`src/rtl/opdec_pkg.sv`:
```
// constants for the operand field decoder
package opdec_pkg;
  // opcodes of the register-addressed arithmetic and mask-test groups
  localparam logic [7:0] OPC_ADD_RR = 8'h04;
  localparam logic [7:0] OPC_ADD_EXT_RR = 8'h08;
  localparam logic [7:0] OPC_ADD_EXT_IM = 8'h09;
  localparam logic [7:0] OPC_ADC_EXT_RR = 8'h18;
  localparam logic [7:0] OPC_ADC_EXT_IM = 8'h19;
  localparam logic [7:0] OPC_SUB_EXT_RR = 8'h28;
  localparam logic [7:0] OPC_SUB_EXT_IM = 8'h29;
  localparam logic [7:0] OPC_SBC_EXT_RR = 8'h38;
  localparam logic [7:0] OPC_SBC_EXT_IM = 8'h39;
  localparam logic [7:0] OPC_CP_EXT_RR = 8'ha8;
  localparam logic [7:0] OPC_CP_EXT_IM = 8'ha9;
  localparam logic [7:0] OPC_CPC_EXT_RR = 8'h1f;
  localparam logic [7:0] OPC_CPC_EXT_IM = 8'h2f;
  localparam logic [7:0] OPC_TM_RR = 8'h74;
  localparam logic [7:0] OPC_TM_EXT_RR = 8'h78;
  localparam logic [7:0] OPC_TCM_RR = 8'h64;
  localparam logic [7:0] OPC_TCM_EXT_RR = 8'h68;
  // escape marker of a working register in an 8-bit register field
  localparam logic [3:0] WORK_ESCAPE = 4'he;
  localparam logic [7:0] PAIR_MASK = 8'hfe;
  localparam logic [2:0] BIT_MAX = 3'h7;

  typedef enum logic [3:0] {
    op_none,
    add_op,
    add_ext_op,
    add_with_carry_ext_op,
    subtract_ext_op,
    subtract_with_carry_ext_op,
    compare_ext_op,
    compare_with_carry_ext_op,
    mask_test_op,
    mask_test_ext_op,
    complement_mask_test_op,
    complement_mask_test_ext_op
  } op_kind_e;
endpackage

```
`src/rtl/opdec_field.sv`:
```
// combinational helpers for single operand fields
`timescale 1ns/1ps
module opdec_field (
  input wire logic [7:0] reg_field_in,
  input wire logic [3:0] work_ptr_in,
  input wire logic [7:0] disp_in,
  input wire logic [15:0] base_in,
  output logic [7:0] reg_addr_out,
  output logic [15:0] target_out
);
  // escaped field names a working register inside the pointed group
  always_comb
  begin
    if (reg_field_in[7:4] == opdec_pkg::WORK_ESCAPE)
      reg_addr_out = {work_ptr_in, reg_field_in[3:0]}; // [RL2]
    else
      reg_addr_out = reg_field_in; // [RL2]
  end
  // sign-extended displacement, wraps around the 64K space
  assign target_out = base_in + {{8{disp_in[7]}}, disp_in}; // [RL9] [RL10]
endmodule

```
`src/rtl/opdec_top.sv`:
```
// operand field decoder: collects opcode bytes and splits the operand fields
// How it works
// RL1: for register add, byte after opcode is source, next byte destination.
// RL2: 8-bit register field selects 0-255; upper nibble E selects a working register.
// RL3: bit-number operand is three bits, bit 0 to 7.
// RL4: direct address is a full 16-bit program address.
// RL5: extended register operand is a 12-bit address 000 to FFF.
// RL6: immediate data is one byte straight from the instruction stream.
// RL7: working pair operand names even pairs 0 to 14 only.
// RL8: register pair is an even location 00-FE plus the next one.
// RL9: relative displacement is signed 8-bit, added to next instruction address.
// RL10: index is signed 8-bit, added to the indexed register contents.
// RL11: trap vector is an 8-bit value 00 to FF.
// RL12: polarity is one bit, choosing clear/set or test for zero/one.
// RL13: add sums source and destination, result goes to destination.
// RL14: extended-address variants of add, adc, cp, cpc, sub, sbc are decoded.
// RL15: mask test, true and complemented, normal and extended, are decoded.
// RL16: out-of-range field values are undefined, never raise an exception.
`timescale 1ns/1ps
module opdec_top (
  // clock and reset
  input wire logic CLK_IN,
  input wire logic RST_IN,
  // instruction byte stream from fetch, and the working register pointer
  input wire logic BYTE_VALID_IN,
  input wire logic [7:0] BYTE_IN,
  input wire logic [15:0] BYTE_ADDR_IN,
  input wire logic [3:0] WORK_PTR_IN,
  // add datapath and index base: operand values read by the executor
  input wire logic [7:0] SRC_VALUE_IN,
  input wire logic [7:0] DST_VALUE_IN,
  input wire logic [15:0] INDEX_BASE_IN,
  // decoded instruction
  output logic DONE_OUT,
  output logic [3:0] KIND_OUT,
  output logic [11:0] SRC_ADDR_OUT,
  output logic [11:0] DST_ADDR_OUT,
  output logic SRC_IS_IMM_OUT,
  output logic [7:0] IMM_OUT,
  // generic field views of each operand byte
  output logic [2:0] BIT_NUM_OUT,
  output logic POLARITY_OUT,
  output logic [7:0] VECTOR_OUT,
  output logic [7:0] PAIR_ADDR_OUT,
  output logic [3:0] WORK_PAIR_OUT,
  output logic [15:0] DIRECT_ADDR_OUT,
  output logic [15:0] REL_TARGET_OUT,
  output logic [15:0] INDEX_ADDR_OUT,
  // add result written back to destination
  output logic WRITE_OUT,
  output logic [7:0] SUM_OUT
);
  typedef enum logic [2:0] {st_op, st_b1, st_b2, st_b3} phase_e;
  phase_e phase_reg;
  opdec_pkg::op_kind_e kind_reg;
  logic [7:0] op_reg;
  logic [7:0] b1_reg;
  logic [7:0] b2_reg;
  logic [7:0] reg_addr;
  logic [7:0] dst_addr;
  logic [15:0] rel_target;
  logic [15:0] idx_target;
  logic last;
  logic is_ext;
  logic is_imm;

  // register field through escape decode, target of a relative jump
  opdec_field u_src (
    .reg_field_in(b1_reg),
    .work_ptr_in(WORK_PTR_IN),
    .disp_in(b1_reg),
    .base_in(BYTE_ADDR_IN + 16'h0001),
    .reg_addr_out(reg_addr),
    .target_out(rel_target)
  );
  opdec_field u_dst (
    .reg_field_in(BYTE_IN),
    .work_ptr_in(WORK_PTR_IN),
    .disp_in(BYTE_IN),
    .base_in(INDEX_BASE_IN),
    .reg_addr_out(dst_addr),
    .target_out(idx_target)
  );

  function automatic opdec_pkg::op_kind_e kind_of(input logic [7:0] op);
    case (op)
      opdec_pkg::OPC_ADD_RR: kind_of = opdec_pkg::add_op;
      opdec_pkg::OPC_ADD_EXT_RR, opdec_pkg::OPC_ADD_EXT_IM: kind_of = opdec_pkg::add_ext_op;
      opdec_pkg::OPC_ADC_EXT_RR, opdec_pkg::OPC_ADC_EXT_IM:
        kind_of = opdec_pkg::add_with_carry_ext_op; // [RL14]
      opdec_pkg::OPC_SUB_EXT_RR, opdec_pkg::OPC_SUB_EXT_IM: kind_of = opdec_pkg::subtract_ext_op;
      opdec_pkg::OPC_SBC_EXT_RR, opdec_pkg::OPC_SBC_EXT_IM:
        kind_of = opdec_pkg::subtract_with_carry_ext_op;
      opdec_pkg::OPC_CP_EXT_RR, opdec_pkg::OPC_CP_EXT_IM: kind_of = opdec_pkg::compare_ext_op;
      opdec_pkg::OPC_CPC_EXT_RR, opdec_pkg::OPC_CPC_EXT_IM:
        kind_of = opdec_pkg::compare_with_carry_ext_op;
      opdec_pkg::OPC_TM_RR: kind_of = opdec_pkg::mask_test_op; // [RL15]
      opdec_pkg::OPC_TM_EXT_RR: kind_of = opdec_pkg::mask_test_ext_op;
      opdec_pkg::OPC_TCM_RR: kind_of = opdec_pkg::complement_mask_test_op;
      opdec_pkg::OPC_TCM_EXT_RR: kind_of = opdec_pkg::complement_mask_test_ext_op;
      default: kind_of = opdec_pkg::op_none; // [RL16]
    endcase
  endfunction

  assign is_ext = (kind_reg != opdec_pkg::op_none) && (kind_reg != opdec_pkg::add_op)
    && (kind_reg != opdec_pkg::mask_test_op) && (kind_reg != opdec_pkg::complement_mask_test_op);
  // normal forms take two operand bytes, extended forms three
  assign last = (phase_reg == st_b2 && !is_ext) || phase_reg == st_b3;
  // immediate forms told apart by opcode, one of them sits sixteen above an odd register-form code
  assign is_imm = op_reg == opdec_pkg::OPC_ADD_EXT_IM || op_reg == opdec_pkg::OPC_ADC_EXT_IM
    || op_reg == opdec_pkg::OPC_SUB_EXT_IM || op_reg == opdec_pkg::OPC_SBC_EXT_IM
    || op_reg == opdec_pkg::OPC_CP_EXT_IM || op_reg == opdec_pkg::OPC_CPC_EXT_IM;

  // byte collection
  always_ff @(posedge CLK_IN)
  begin
    if (RST_IN)
    begin
      phase_reg <= st_op;
      kind_reg <= opdec_pkg::op_none;
      op_reg <= 8'h00;
      b1_reg <= 8'h00;
      b2_reg <= 8'h00;
    end
    else if (BYTE_VALID_IN)
    begin
      case (phase_reg)
        st_op:
        begin
          op_reg <= BYTE_IN;
          kind_reg <= kind_of(BYTE_IN);
          // unknown opcodes are ignored, the decoder stays idle
          if (kind_of(BYTE_IN) != opdec_pkg::op_none)
            phase_reg <= st_b1;
        end
        st_b1:
        begin
          b1_reg <= BYTE_IN;
          phase_reg <= st_b2;
        end
        st_b2:
        begin
          b2_reg <= BYTE_IN;
          phase_reg <= is_ext ? st_b3 : st_op;
        end
        default:
          phase_reg <= st_op;
      endcase
    end
  end

  // decoded operand outputs
  always_ff @(posedge CLK_IN)
  begin
    if (RST_IN)
    begin
      DONE_OUT <= 1'b0;
      KIND_OUT <= 4'h0;
      SRC_ADDR_OUT <= 12'h000;
      DST_ADDR_OUT <= 12'h000;
      SRC_IS_IMM_OUT <= 1'b0;
      IMM_OUT <= 8'h00;
    end
    else
    begin
      DONE_OUT <= BYTE_VALID_IN && last;
      if (BYTE_VALID_IN && last)
      begin
        KIND_OUT <= kind_reg;
        if (!is_ext)
        begin
          SRC_ADDR_OUT <= {4'h0, reg_addr}; // [RL1] [RL2]
          DST_ADDR_OUT <= {4'h0, dst_addr}; // [RL1] [RL2]
          SRC_IS_IMM_OUT <= 1'b0;
        end
        else if (is_imm)
        begin
          // immediate form: src byte, then 12-bit dst in two bytes
          SRC_IS_IMM_OUT <= 1'b1;
          IMM_OUT <= b1_reg; // [RL6]
          DST_ADDR_OUT <= {b2_reg[3:0], BYTE_IN}; // [RL5]
        end
        else
        begin
          SRC_IS_IMM_OUT <= 1'b0;
          SRC_ADDR_OUT <= {b1_reg, b2_reg[7:4]}; // [RL5]
          DST_ADDR_OUT <= {b2_reg[3:0], BYTE_IN}; // [RL5]
        end
      end
    end
  end

  // generic field views of each operand byte
  always_ff @(posedge CLK_IN)
  begin
    if (RST_IN)
    begin
      BIT_NUM_OUT <= 3'h0;
      POLARITY_OUT <= 1'b0;
      VECTOR_OUT <= 8'h00;
      PAIR_ADDR_OUT <= 8'h00;
      WORK_PAIR_OUT <= 4'h0;
      DIRECT_ADDR_OUT <= 16'h0000;
      REL_TARGET_OUT <= 16'h0000;
      INDEX_ADDR_OUT <= 16'h0000;
    end
    else if (BYTE_VALID_IN && phase_reg != st_op)
    begin
      BIT_NUM_OUT <= BYTE_IN[3:1] & opdec_pkg::BIT_MAX; // [RL3]
      POLARITY_OUT <= BYTE_IN[0]; // [RL12]
      VECTOR_OUT <= BYTE_IN; // [RL11]
      PAIR_ADDR_OUT <= BYTE_IN & opdec_pkg::PAIR_MASK; // [RL8] [RL16]
      WORK_PAIR_OUT <= {BYTE_IN[3:1], 1'b0}; // [RL7]
      DIRECT_ADDR_OUT <= {b1_reg, BYTE_IN}; // [RL4]
      REL_TARGET_OUT <= rel_target; // [RL9]
      INDEX_ADDR_OUT <= idx_target; // [RL10]
    end
  end

  // add write-back one cycle after decode
  always_ff @(posedge CLK_IN)
  begin
    if (RST_IN)
    begin
      WRITE_OUT <= 1'b0;
      SUM_OUT <= 8'h00;
    end
    else
    begin
      WRITE_OUT <= DONE_OUT && (KIND_OUT == 4'(opdec_pkg::add_op)); // [RL13]
      SUM_OUT <= SRC_VALUE_IN + DST_VALUE_IN; // [RL13]
    end
  end
endmodule
```
`config.mk`:
```
export PLATFORM = sky130hd
export DESIGN_NAME = opdec_top
export DESIGN_NICKNAME = d
export VERILOG_FILES = /design/src/rtl/opdec_pkg.sv /design/src/rtl/opdec_field.sv /design/src/rtl/opdec_top.sv
export SDC_FILE = /design/constraint.sdc
export NUM_CORES = 1
export LEC_CHECK = 0
export BUFFER_PORTS_ARGS = -buffer_cell sky130_fd_sc_hd__buf_2
export CAP_MARGIN = 20
export CORE_UTILIZATION = 23
export DETAILED_ROUTE_END_ITERATION = 7
export GPL_TIMING_DRIVEN = 0
export PLACE_DENSITY_LB_ADDON = 0.08
export SLEW_MARGIN = 25
export SYNTH_ARGS = -nofsm -noshare
export SYNTH_HDL_FRONTEND = slang
export SYNTH_SLANG_ARGS = --single-unit
```
`constraint.sdc`:
```
create_clock -name CLK_IN -period 3.02 [get_ports CLK_IN]
set_input_delay 0.453 -clock CLK_IN [delete_from_list [all_inputs] [get_ports CLK_IN]]
set_output_delay 0.453 -clock CLK_IN [all_outputs]
set_load 0.01 [all_outputs]
```
==> impl_metrics.yaml, run 1 <==
worst_setup_path:
  ff2ff_path_depth: 8
  reg2reg_to: "REL_TARGET_OUT[12]"
  r2r-start: "b1_reg[4]"
  required_ps: 3340
  critPathMaxFanout: 9
  r2r_slack_ps: 400
  crit_path_end_kind: "flip-flop"
  crit_arrival_ps: 2940
  startpoint_type: "flip-flop"
  cpPeakStageDelay_ps: 700
  cp_slowest_cell: "dfxtp_1"
  critPathLaunch: "b1_reg[4]"
  cp_cell_sequence: "ha_1, a211o_1, a31o_2, a21oi_2, a21oi_2, a31oi_1, xnor2_1, a22o_1"
  critPathKind: "flip-flop to flip-flop"
  crit_end: "REL_TARGET_OUT[12]"
  crit_top_cell: "a21oi_2"
routing:
  wl_per_cell_um: 17.2
  drc: 0
  vias: 6123
  drt-pass1-iter-count: 4
  drt_iter0_drc: 279
  wirelength_mm: 23.8
  vias_per_cell: 4.44
  ant_nets: 0
global_routing:
  grt_first_pass_wirelength_mm: 35.7
  overflow: 0
  globalRouteTotalUtil_pct: 16.7
  grt_pass1_vias: 5915
  grt_max_degree: 17
  antenna_found_initial: 7
floorplan:
  rows: 61
  core_area_mm2: 0.0279
  chipWidth_um: 171
  pin_count: 182
  dieHeight_um: 171
  initial_core_util_pct: 23.5
  die_area_mm2: 0.0291
yosys:
  synth_simple_gate_area_share_pct: 19.5
  synthArstFlopShare_pct: 0
  synth.area.mux_share_pct: 3.67
  synth.area.top_cells: "dfxtp_1, nand2_1, ha_1, a21oi_1, nor2_1"
  yosysWarnings: 0
  synthXorXnorAreaFrac_pct: 3.61
  netlist-cell-type-count: 69
  synth_flop_cell: "dfxtp_1"
  synth_top_family_by_area: "compound AO/OA/AOI/OAI gates"
  yosysTopAreaCell: "dfxtp_1"
  syn_area_mm2: 0.00654
  syn_inst: 789
  yosys.area.top_type_share_pct: 38.2
  synth-seq-cells: 125
  avgSynthCellArea_um2: 8.29
  seq_area_frac_synth_pct: 38.2
  synth_compound_area_share_pct: 19.9
  synth_fa_ha_area_share_pct: 7.99
  synth_edf_count: 0
layout:
  fin_nets: 1089
  multi_input_area_mm2: 0.00359
  layout-drive-gt1-share_pct: 26.6
  seqCellArea_mm2: 0.00250
  final_area_mm2: 0.00854
  top_regs: "INDEX_ADDR_OUT (16), REL_TARGET_OUT (16)"
  area_growth_pct: 30.6
  fillers: 3044
  final_cells: 1380
  final_util_pct: 30.7
clock_tree:
  cts_tree: "done"
  cts-buffers-inserted: 17
  cts_root_buf: "clkbuf_16"
  clk_pin_slew_ps: 60
  cts_buffer_depth: 2
  cts_resized: 0
  cts_num_sinks: 125
  clk-insertion-delay-late_ps: 430
  h-tree-depth: 4
  hold_buffers: 0
  cts_setup_buffers: 0
placement:
  portBuffers: 177
  gp_congestion: 0.809
  placed_cell_area_mm2: 0.00791
  dp.cells: 1345
  hpwl_mm: 17.7
sta:
  finalClockSkew_ps: 8.41
  period_share_pct: 86.6
  fmax_ghz: 0.382
  max_slew_margin_pct: 34.6
  rsz0062_at_grt: "no"
  finalMaxSlewViolations: 0
  min_period_ps: 2620
  tightestPinTransition_ps: 975
  finalSetupTns_ps: 0
  setup_viol: 0
  finalHoldViolCount: 0
power:
  p_leak_uw: 0.00385
  switching_power_uw: 1300
  power_frac_comb_pct: 13.2
  vdd_drop_max_mv: 0.329
  p_total_uw: 4570
  power_switching_share_pct: 28.5
  clkPwrFrac_pct: 49.0
  seq_power_share_pct: 37.8
  p_per_area_mw_per_mm2: 535
  cellInternalPower_uw: 3270
min_path:
  hold_path.class: "primary input to flip-flop"
run_status:
  status: "finished, final reports clean"
job:
  maxCapViolations: 0
## Yosys cell counts (6+ instances only)
cell      number
dfxtp_1      125
nand2_1      124
a21oi_1       84
nor2_1        84
ha_1          37
clkbuf_1      34
buf_4         24
mux2i_1       24
inv_1         19
o21ai_0       17
xnor2_1       16
a21o_1        14
a211oi_1      12
nand2b_1      12
buf_2         11
xor2_1        11
nand3_1       10
nor3_1        10
nor2b_1        8
a311oi_1       7
a31oi_1        6
and2_1         6
## cell usage in the layout, fill, tap and decap left out, types with 11 or more instances in the layout
cell type,count
a211oi_1,12
o21ai_0,17
xor2_1,11
clkbuf_16,17
mux2i_1,24
nor2_1,84
nand2_1,124
dfxtp_1,125
ha_1,37
a21o_1,14
a21oi_1,84
buf_4,24
nand2b_1,12
clkbuf_1,34
xnor2_1,16
inv_1,19
buf_2,188
## through the flow
step	worst slack [ps]	hold WS (ps)
2_1_floorplan	658	431
3_3_place_gp	-70.2	439
3_5_place_dp	-39.9	443
4_1_cts	398	339
5_1_grt	248	353
6_report	405	356
## layout make-up
| cell class | instances | area share [%] |
|---|---|---|
| well taps | 378 | 5.54 |
| diodes | 3 | 0.0879 |
| flip-flops and latches | 125 | 29.3 |
| clock inverters | 15 | 2.42 |
| plain buffers | 71 | 4.51 |
| clock buffers | 17 | 4.98 |
| repair buffers | 177 | 10.4 |
| inverters | 19 | 0.835 |
| multi-input cells | 575 | 42.0 |
## critical path: cells and delay by family, from the launching register on
family,cells,cell delay [ps]
adder cells (fa/ha/maj),1,410
XOR/XNOR,1,100
flip-flops,1,700
AO/OA/AOI/OAI,6,1300
## power groups by stage
| stage | combinational, uW | clock [uW] | sequential (uW) |
|---|---|---|---|
| 6_report | 601 | 2240 | 1730 |
| 5_1_grt | 675 | 2380 | 1730 |
| 4_1_cts | 613 | 2310 | 1730 |
| 3_5_place_dp | 610 | 0 | 1770 |
| 3_3_place_gp | 613 | 0 | 1770 |
| 2_1_floorplan | 375 | 0 | 1770 |
## how the worst min path moves through the flow
stage,startpoint,end,cells past startpoint
4_1_cts,DST_VALUE_IN[0],SUM_OUT[0],3
6_report,DST_VALUE_IN[0],SUM_OUT[0],3
5_1_grt,DST_VALUE_IN[0],SUM_OUT[0],3
3_3_place_gp,INDEX_ADDR_OUT[3],INDEX_ADDR_OUT[3],2
2_1_floorplan,op_reg[4],op_reg[4],2
3_5_place_dp,REL_TARGET_OUT[6],REL_TARGET_OUT[6],2
## per-layer routing
metal / global-route usage [%] / share of wire (%) / vias up
li1: - / - / 3127
met1: 22.2 / 46 / 2792
met2: 26.2 / 45 / 174
met3: 4.72 / 7.5 / 22
met4: 4.62 / 1.2 / 8
met5: 0 / 0.19 / -
## kinds of logic (layout without fill, tap and decap cells)
kind of cell / after synthesis / in the layout
AND/OR/NAND/NOR: 285 / 285
AO/OA/AOI/OAI: 197 / 197
other: 1 / 5
multiplexers: 24 / 24
adder cells (fa/ha/maj): 40 / 40
flip-flops: 125 / 125
XOR/XNOR: 27 / 27
buffers and inverters: 90 / 299
Power figures use the tool's default switching activity.
==> run 2: changes to the inputs <==
- PLACE_DENSITY_LB_ADDON: 0.08 -> unset
==> run 2 against run 1 <==
  * Register-to-register slack better by 20 ps
  * First-iteration DRC count up 24%
  * Maximum frequency increased by 0.92%
  * Clock-buffer cell count grew 5
  * Combinational power is 1% lower
  * Clock power fell by 4%
  * Cell count did not move
  * Utilization down 0.072 points
==> impl_metrics.yaml, run 2 (synthesis results as in run 1) <==
job:
  maxCapViolations: 0
sta:
  period_share_pct: 85.8
  max_slew_margin_pct: 33.5
  rsz0062_at_grt: "no"
  tightestPinTransition_ps: 991
  fmax_ghz: 0.386
  finalHoldViolCount: 0
  finalClockSkew_ps: 10.4
  finalSetupTns_ps: 0
  setup_viol: 0
  finalMaxSlewViolations: 0
  min_period_ps: 2590
global_routing:
  grt_max_degree: 17
  antenna_found_initial: 7
  grt_first_pass_wirelength_mm: 33.5
  overflow: 0
  globalRouteTotalUtil_pct: 15.4
  grt_pass1_vias: 5926
layout:
  fillers: 3002
  mostFrequentLayoutCell: "buf_2"
  fin_nets: 1089
  layout_common_cells: "buf_2, dfxtp_1, nand2_1"
  area_growth_pct: 30.3
  final_util_pct: 30.6
  final_area_mm2: 0.00852
  layout-drive-gt1-share_pct: 26.4
  final_cells: 1380
  top_regs: "INDEX_ADDR_OUT (16), REL_TARGET_OUT (16)"
min_path:
  hold_path.class: "primary input to flip-flop"
placement:
  hpwl_mm: 17.1
  dp.cells: 1345
  portBuffers: 177
  placed_cell_area_mm2: 0.00791
  gp_congestion: 0.845
worst_setup_path:
  crit_arrival_ps: 2900
  critPathKind: "flip-flop to flip-flop"
  cpLargestDelayFamily: "compound AO/OA/AOI/OAI gates"
  crit_top_cell: "a21oi_2"
  cpPeakStageDelay_ps: 650
  critPathMaxFanout: 9
  cp_cell_sequence: "ha_1, a211o_1, a31o_2, a21oi_2, a21oi_2, a31oi_1, xnor2_1, a22o_1"
  required_ps: 3330
  startpoint_type: "flip-flop"
  path_buf_inv: 0
  cp_slowest_cell: "dfxtp_1"
  crit_path_end_kind: "flip-flop"
floorplan:
  pin_count: 182
  chipWidth_um: 171
  dieHeight_um: 171
  core_area_mm2: 0.0279
  die_area_mm2: 0.0291
  initial_core_util_pct: 23.5
  rows: 61
routing:
  vias_per_cell: 4.55
  ant_nets: 0
  vias: 6278
  drt_iter0_drc: 345
  drc: 0
  wirelength_mm: 22.4
  wl_per_cell_um: 16.2
  drt-pass1-iter-count: 4
run_status:
  status: "finished, final reports clean"
clock_tree:
  cts_resized: 0
  clk-insertion-delay-late_ps: 420
  cts_root_buf: "clkbuf_16"
  clk_pin_slew_ps: 60
  cts_buffer_depth: 2
  hold_buffers: 0
  cts_num_sinks: 125
  cts-buffers-inserted: 17
  cts_tree: "done"
  h-tree-depth: 4
  cts_setup_buffers: 0
power:
  vdd_drop_max_mv: 0.296
  p_per_area_mw_per_mm2: 524
  p_leak_uw: 0.00384
-- run 2: changes by cell type in the layout (fill, tap and decap cells not counted), moves of 2 or more --
cell / change
clkinv_4: -2
inv_6: -4
clkbuf_1: +2
clkbuf_8: +3
inv_8: -2
clkinv_2: +3
-- run 2: through the flow --
step                      power [uW]  setup slack (ps)  hold WS, ps
after floorplan                 2150               658          431
after global placement          2350               129          438
after detailed placement        2360               108          441
after global routing            4660               310          380
after CTS                       4510               443          350
final                           4460               429          358
-- run 2: area by class of cell --
cell class	instances	area (um^2)	area share [%]
Tap cell	378	473	5.55
Buffer	71	385	4.52
Multi-Input combinational cell	575	3590	42.1
Clock buffer	22	474	5.56
Antenna cell	3	7.51	0.0881
Inverter	19	71.3	0.837
Sequential cell	125	2500	29.4
Clock inverter	10	138	1.61
Timing Repair Buffer	177	886	10.4
-- run 2: where the power goes --
| group | switching (uW) | total, uW | internal, uW |
|---|---|---|---|
| clock network | 780 | 2140 | 1360 |
| logic | 355 | 595 | 240 |
| registers | 31.0 | 1730 | 1700 |
| total | 1170 | 4460 | 3300 |
-- run 2: worst reg2reg max path, cell delays in order, from the launching register on --
cell and delay [ps]:
dfxtp_1 650, ha_1 410, a211o_1 360, a31o_2 240, a21oi_2 180, a21oi_2 100
a31oi_1 220, xnor2_1 120, a22o_1 200
-- run 2: per-layer routing --
metal	part of all wire [%]	vias to the layer above	GRT usage (%)	wire [um]
met5	0.21	-	0	46
met4	1.4	8	4.43	305
met3	6.9	28	4.74	1540
met2	45	210	25.3	10100
met1	46	2916	19.2	10300
li1	-	3116	-	-
-- run 2: worst paths after layout --
check / cells after the start / slack, ps / start / to
min: 3 / 360 / DST_VALUE_IN[0] / SUM_OUT[0]
max reg2reg: 8 / 430 / b1_reg[4] / REL_TARGET_OUT[12]
max: 8 / 430 / b1_reg[4] / REL_TARGET_OUT[12]
min reg2reg: 2 / 450 / DST_ADDR_OUT[8] / DST_ADDR_OUT[8]
==> run 3: changes to the inputs <==
- ABC_AREA: unset -> 1
- GPL_TIMING_DRIVEN: 0 -> unset
==> run 3 against run 2 <==
  * Die area rose by 3.8%
  * Non-clock buffer count fell by 63
  * Wire length fell by 0.88%
  * Clock-buffer cell count fell by 4
  * Largest power group unchanged
==> impl_metrics.yaml, run 3 <==
sta:
  finalSetupTns_ps: 0
  min_period_ps: 2120
  finalHoldViolCount: 0
  finalMaxSlewViolations: 0
  finalClockSkew_ps: 8.39
  setup_viol: 0
  tightestPinTransition_ps: 741
  max_slew_margin_pct: 50.6
  rsz0062_at_grt: "no"
  fmax_ghz: 0.472
  period_share_pct: 70.1
layout:
  fin_nets: 1199
  diodes: 0
  layout_common_cells: "buf_2, nor2_1, o21ai_0"
  area_growth_pct: 25.5
  top_regs: "INDEX_ADDR_OUT (16), REL_TARGET_OUT (16)"
  layout-drive-gt1-share_pct: 21.7
  mostFrequentLayoutCell: "buf_2"
worst_setup_path:
  crit_path_end_kind: "flip-flop"
  critPathKind: "flip-flop to flip-flop"
  cp_slowest_cell: "dfxtp_1"
  critPathMaxFanout: 26
  crit_top_cell: "nor2_2"
  path_buf_inv: 2
  cp_cell_sequence: "nor2_2, nor2_2, nand2_4, inv_4, nor2_2, nor2_8, inv_2, nor2_4, o21ai_0, nor2_1"
  required_ps: 3380
  cpLargestDelayFamily: "simple AND/OR/NAND/NOR gates"
  cpPeakStageDelay_ps: 380
  crit_arrival_ps: 2480
  startpoint_type: "flip-flop"
yosys:
  synthMostInstantiatedCell: "nor2_1"
  synth-seq-cells: 125
  yosysTopAreaCell: "dfxtp_1"
  synth.area.top_cells: "dfxtp_1, o21ai_0, nor2_1, a21oi_1, ha_1"
  yosys-top-cells-count: "nor2_1, o21ai_0, dfxtp_1"
  synth_flop_cell: "dfxtp_1"
  avgSynthCellArea_um2: 7.16
  seq_area_frac_synth_pct: 36.8
  synthArstFlopShare_pct: 0
  syn_inst: 949
  netlist-cell-type-count: 43
  syn_area_mm2: 0.00679
  yosysWarnings: 0
  synth_edf_count: 0
  yosys.area.top_type_share_pct: 36.8
floorplan:
  chipWidth_um: 174
  pin_count: 182
  die_area_mm2: 0.0302
  core_area_mm2: 0.0289
  dieHeight_um: 174
  rows: 62
  initial_core_util_pct: 23.5
job:
  maxCapViolations: 0
power:
  clkPwrFrac_pct: 42.4
  p_per_area_mw_per_mm2: 631
  power_switching_share_pct: 32.1
  p_total_uw: 5380
  p_leak_uw: 0.00428
  power_frac_comb_pct: 21.7
  cellInternalPower_uw: 3650
  seq_power_share_pct: 35.8
  vdd_drop_max_mv: 0.282
  switching_power_uw: 1730
routing:
  wirelength_mm: 22.2
  drt_iter0_drc: 425
  vias_per_cell: 4.41
  drt-pass1-iter-count: 4
  ant_nets: 0
  wl_per_cell_um: 14.8
  drc: 0
  vias: 6591
clock_tree:
  cts_tree: "done"
  cts_buffer_depth: 2
  cts_root_buf: "clkbuf_16"
  cts-buffers-inserted: 17
  cts_resized: 0
  cts_num_sinks: 125
  h-tree-depth: 4
  hold_buffers: 0
  cts_setup_buffers: 0
  clk_pin_slew_ps: 60
  clk-insertion-delay-late_ps: 430
run_status:
  status: "finished, final reports clean"
placement:
  portBuffers: 179
  hpwl_mm: 16.6
  gp_congestion: 0.846
global_routing:
  antenna_found_initial: 0
  grt_pass1_vias: 6110
  overflow: 0
  grt_first_pass_wirelength_mm: 34.3
  grt_max_degree: 100
  globalRouteTotalUtil_pct: 14.8
min_path:
  hold_path.class: "primary input to flip-flop"
==> run 3: final cells by class <==
type / count / area, um^2
fill: 3171 / 20300
timing repair buffer: 185 / 953
multi-input combinational: 668 / 3560
inverter: 99 / 382
clock inverter: 14 / 206
clock buffer: 18 / 439
tap: 384 / 480
sequential: 125 / 2500
==> run 3: logic make-up (layout without fill, tap and decap cells) <==
kind of cell	Yosys count	in the layout	synth area share, %
DFF	125	125	36.8
and+or+nand+nor	362	362	23.4
AOI/OAI and AO/OA	247	247	18.9
buffers and inverters	157	316	10.9
adders and majority gates	40	40	7.70
xor gates and xnor gates	17	17	2.19
other	1	2	0.0552
==> run 3: worst register-to-register path, delay by kind of cell, from the launching register on <==
kind                   cells  cell delay [ps]
AND/OR/NAND/NOR            7             1110
buffers and inverters      2              450
flip-flops                 1              380
AO/OA/AOI/OAI              1              110
==> run 3: worst paths after layout <==
check             startpoint  slack [ps]    endpoint  cells past startpoint
max              kind_reg[3]         900  IMM_OUT[7]                     10
min          DST_VALUE_IN[0]         340  SUM_OUT[0]                      4
max reg2reg      kind_reg[3]         900  IMM_OUT[7]                     10
min reg2reg        op_reg[5]         460   op_reg[5]                      2
==> run 3: per-layer routing <==
metal	vias to the layer above	GRT usage, %	routed length (um)
met5	-	0	0
met4	0	4.71	381
met3	27	3.44	1130
met2	186	23.0	10100
met1	2970	20.0	10500
li1	3408	-	-
==> run 3: power by group through the flow <==
stage | sequential, uW | combinational (uW) | clock (uW)
6_report | 1930 | 1170 | 2280
5_1_grt | 1950 | 1320 | 2420
4_1_cts | 1930 | 1180 | 2340
3_5_place_dp | 1960 | 1180 | 0
3_3_place_gp | 1960 | 1170 | 0
2_1_floorplan | 2000 | 764 | 0
==> run 3: metrics by stage <==
step	worst slack [ps]	hold WS, ps	instances	utilization, %	cell area [um^2]
final	902	340	1493	29.5	8520
after global routing	668	373	1493	29.5	8520
after CTS	904	323	1493	29.5	8520
after detailed placement	666	447	1461	27.3	7880
after global placement	715	443	1461	27.3	7880
after floorplan	1020	429	950	-	6800
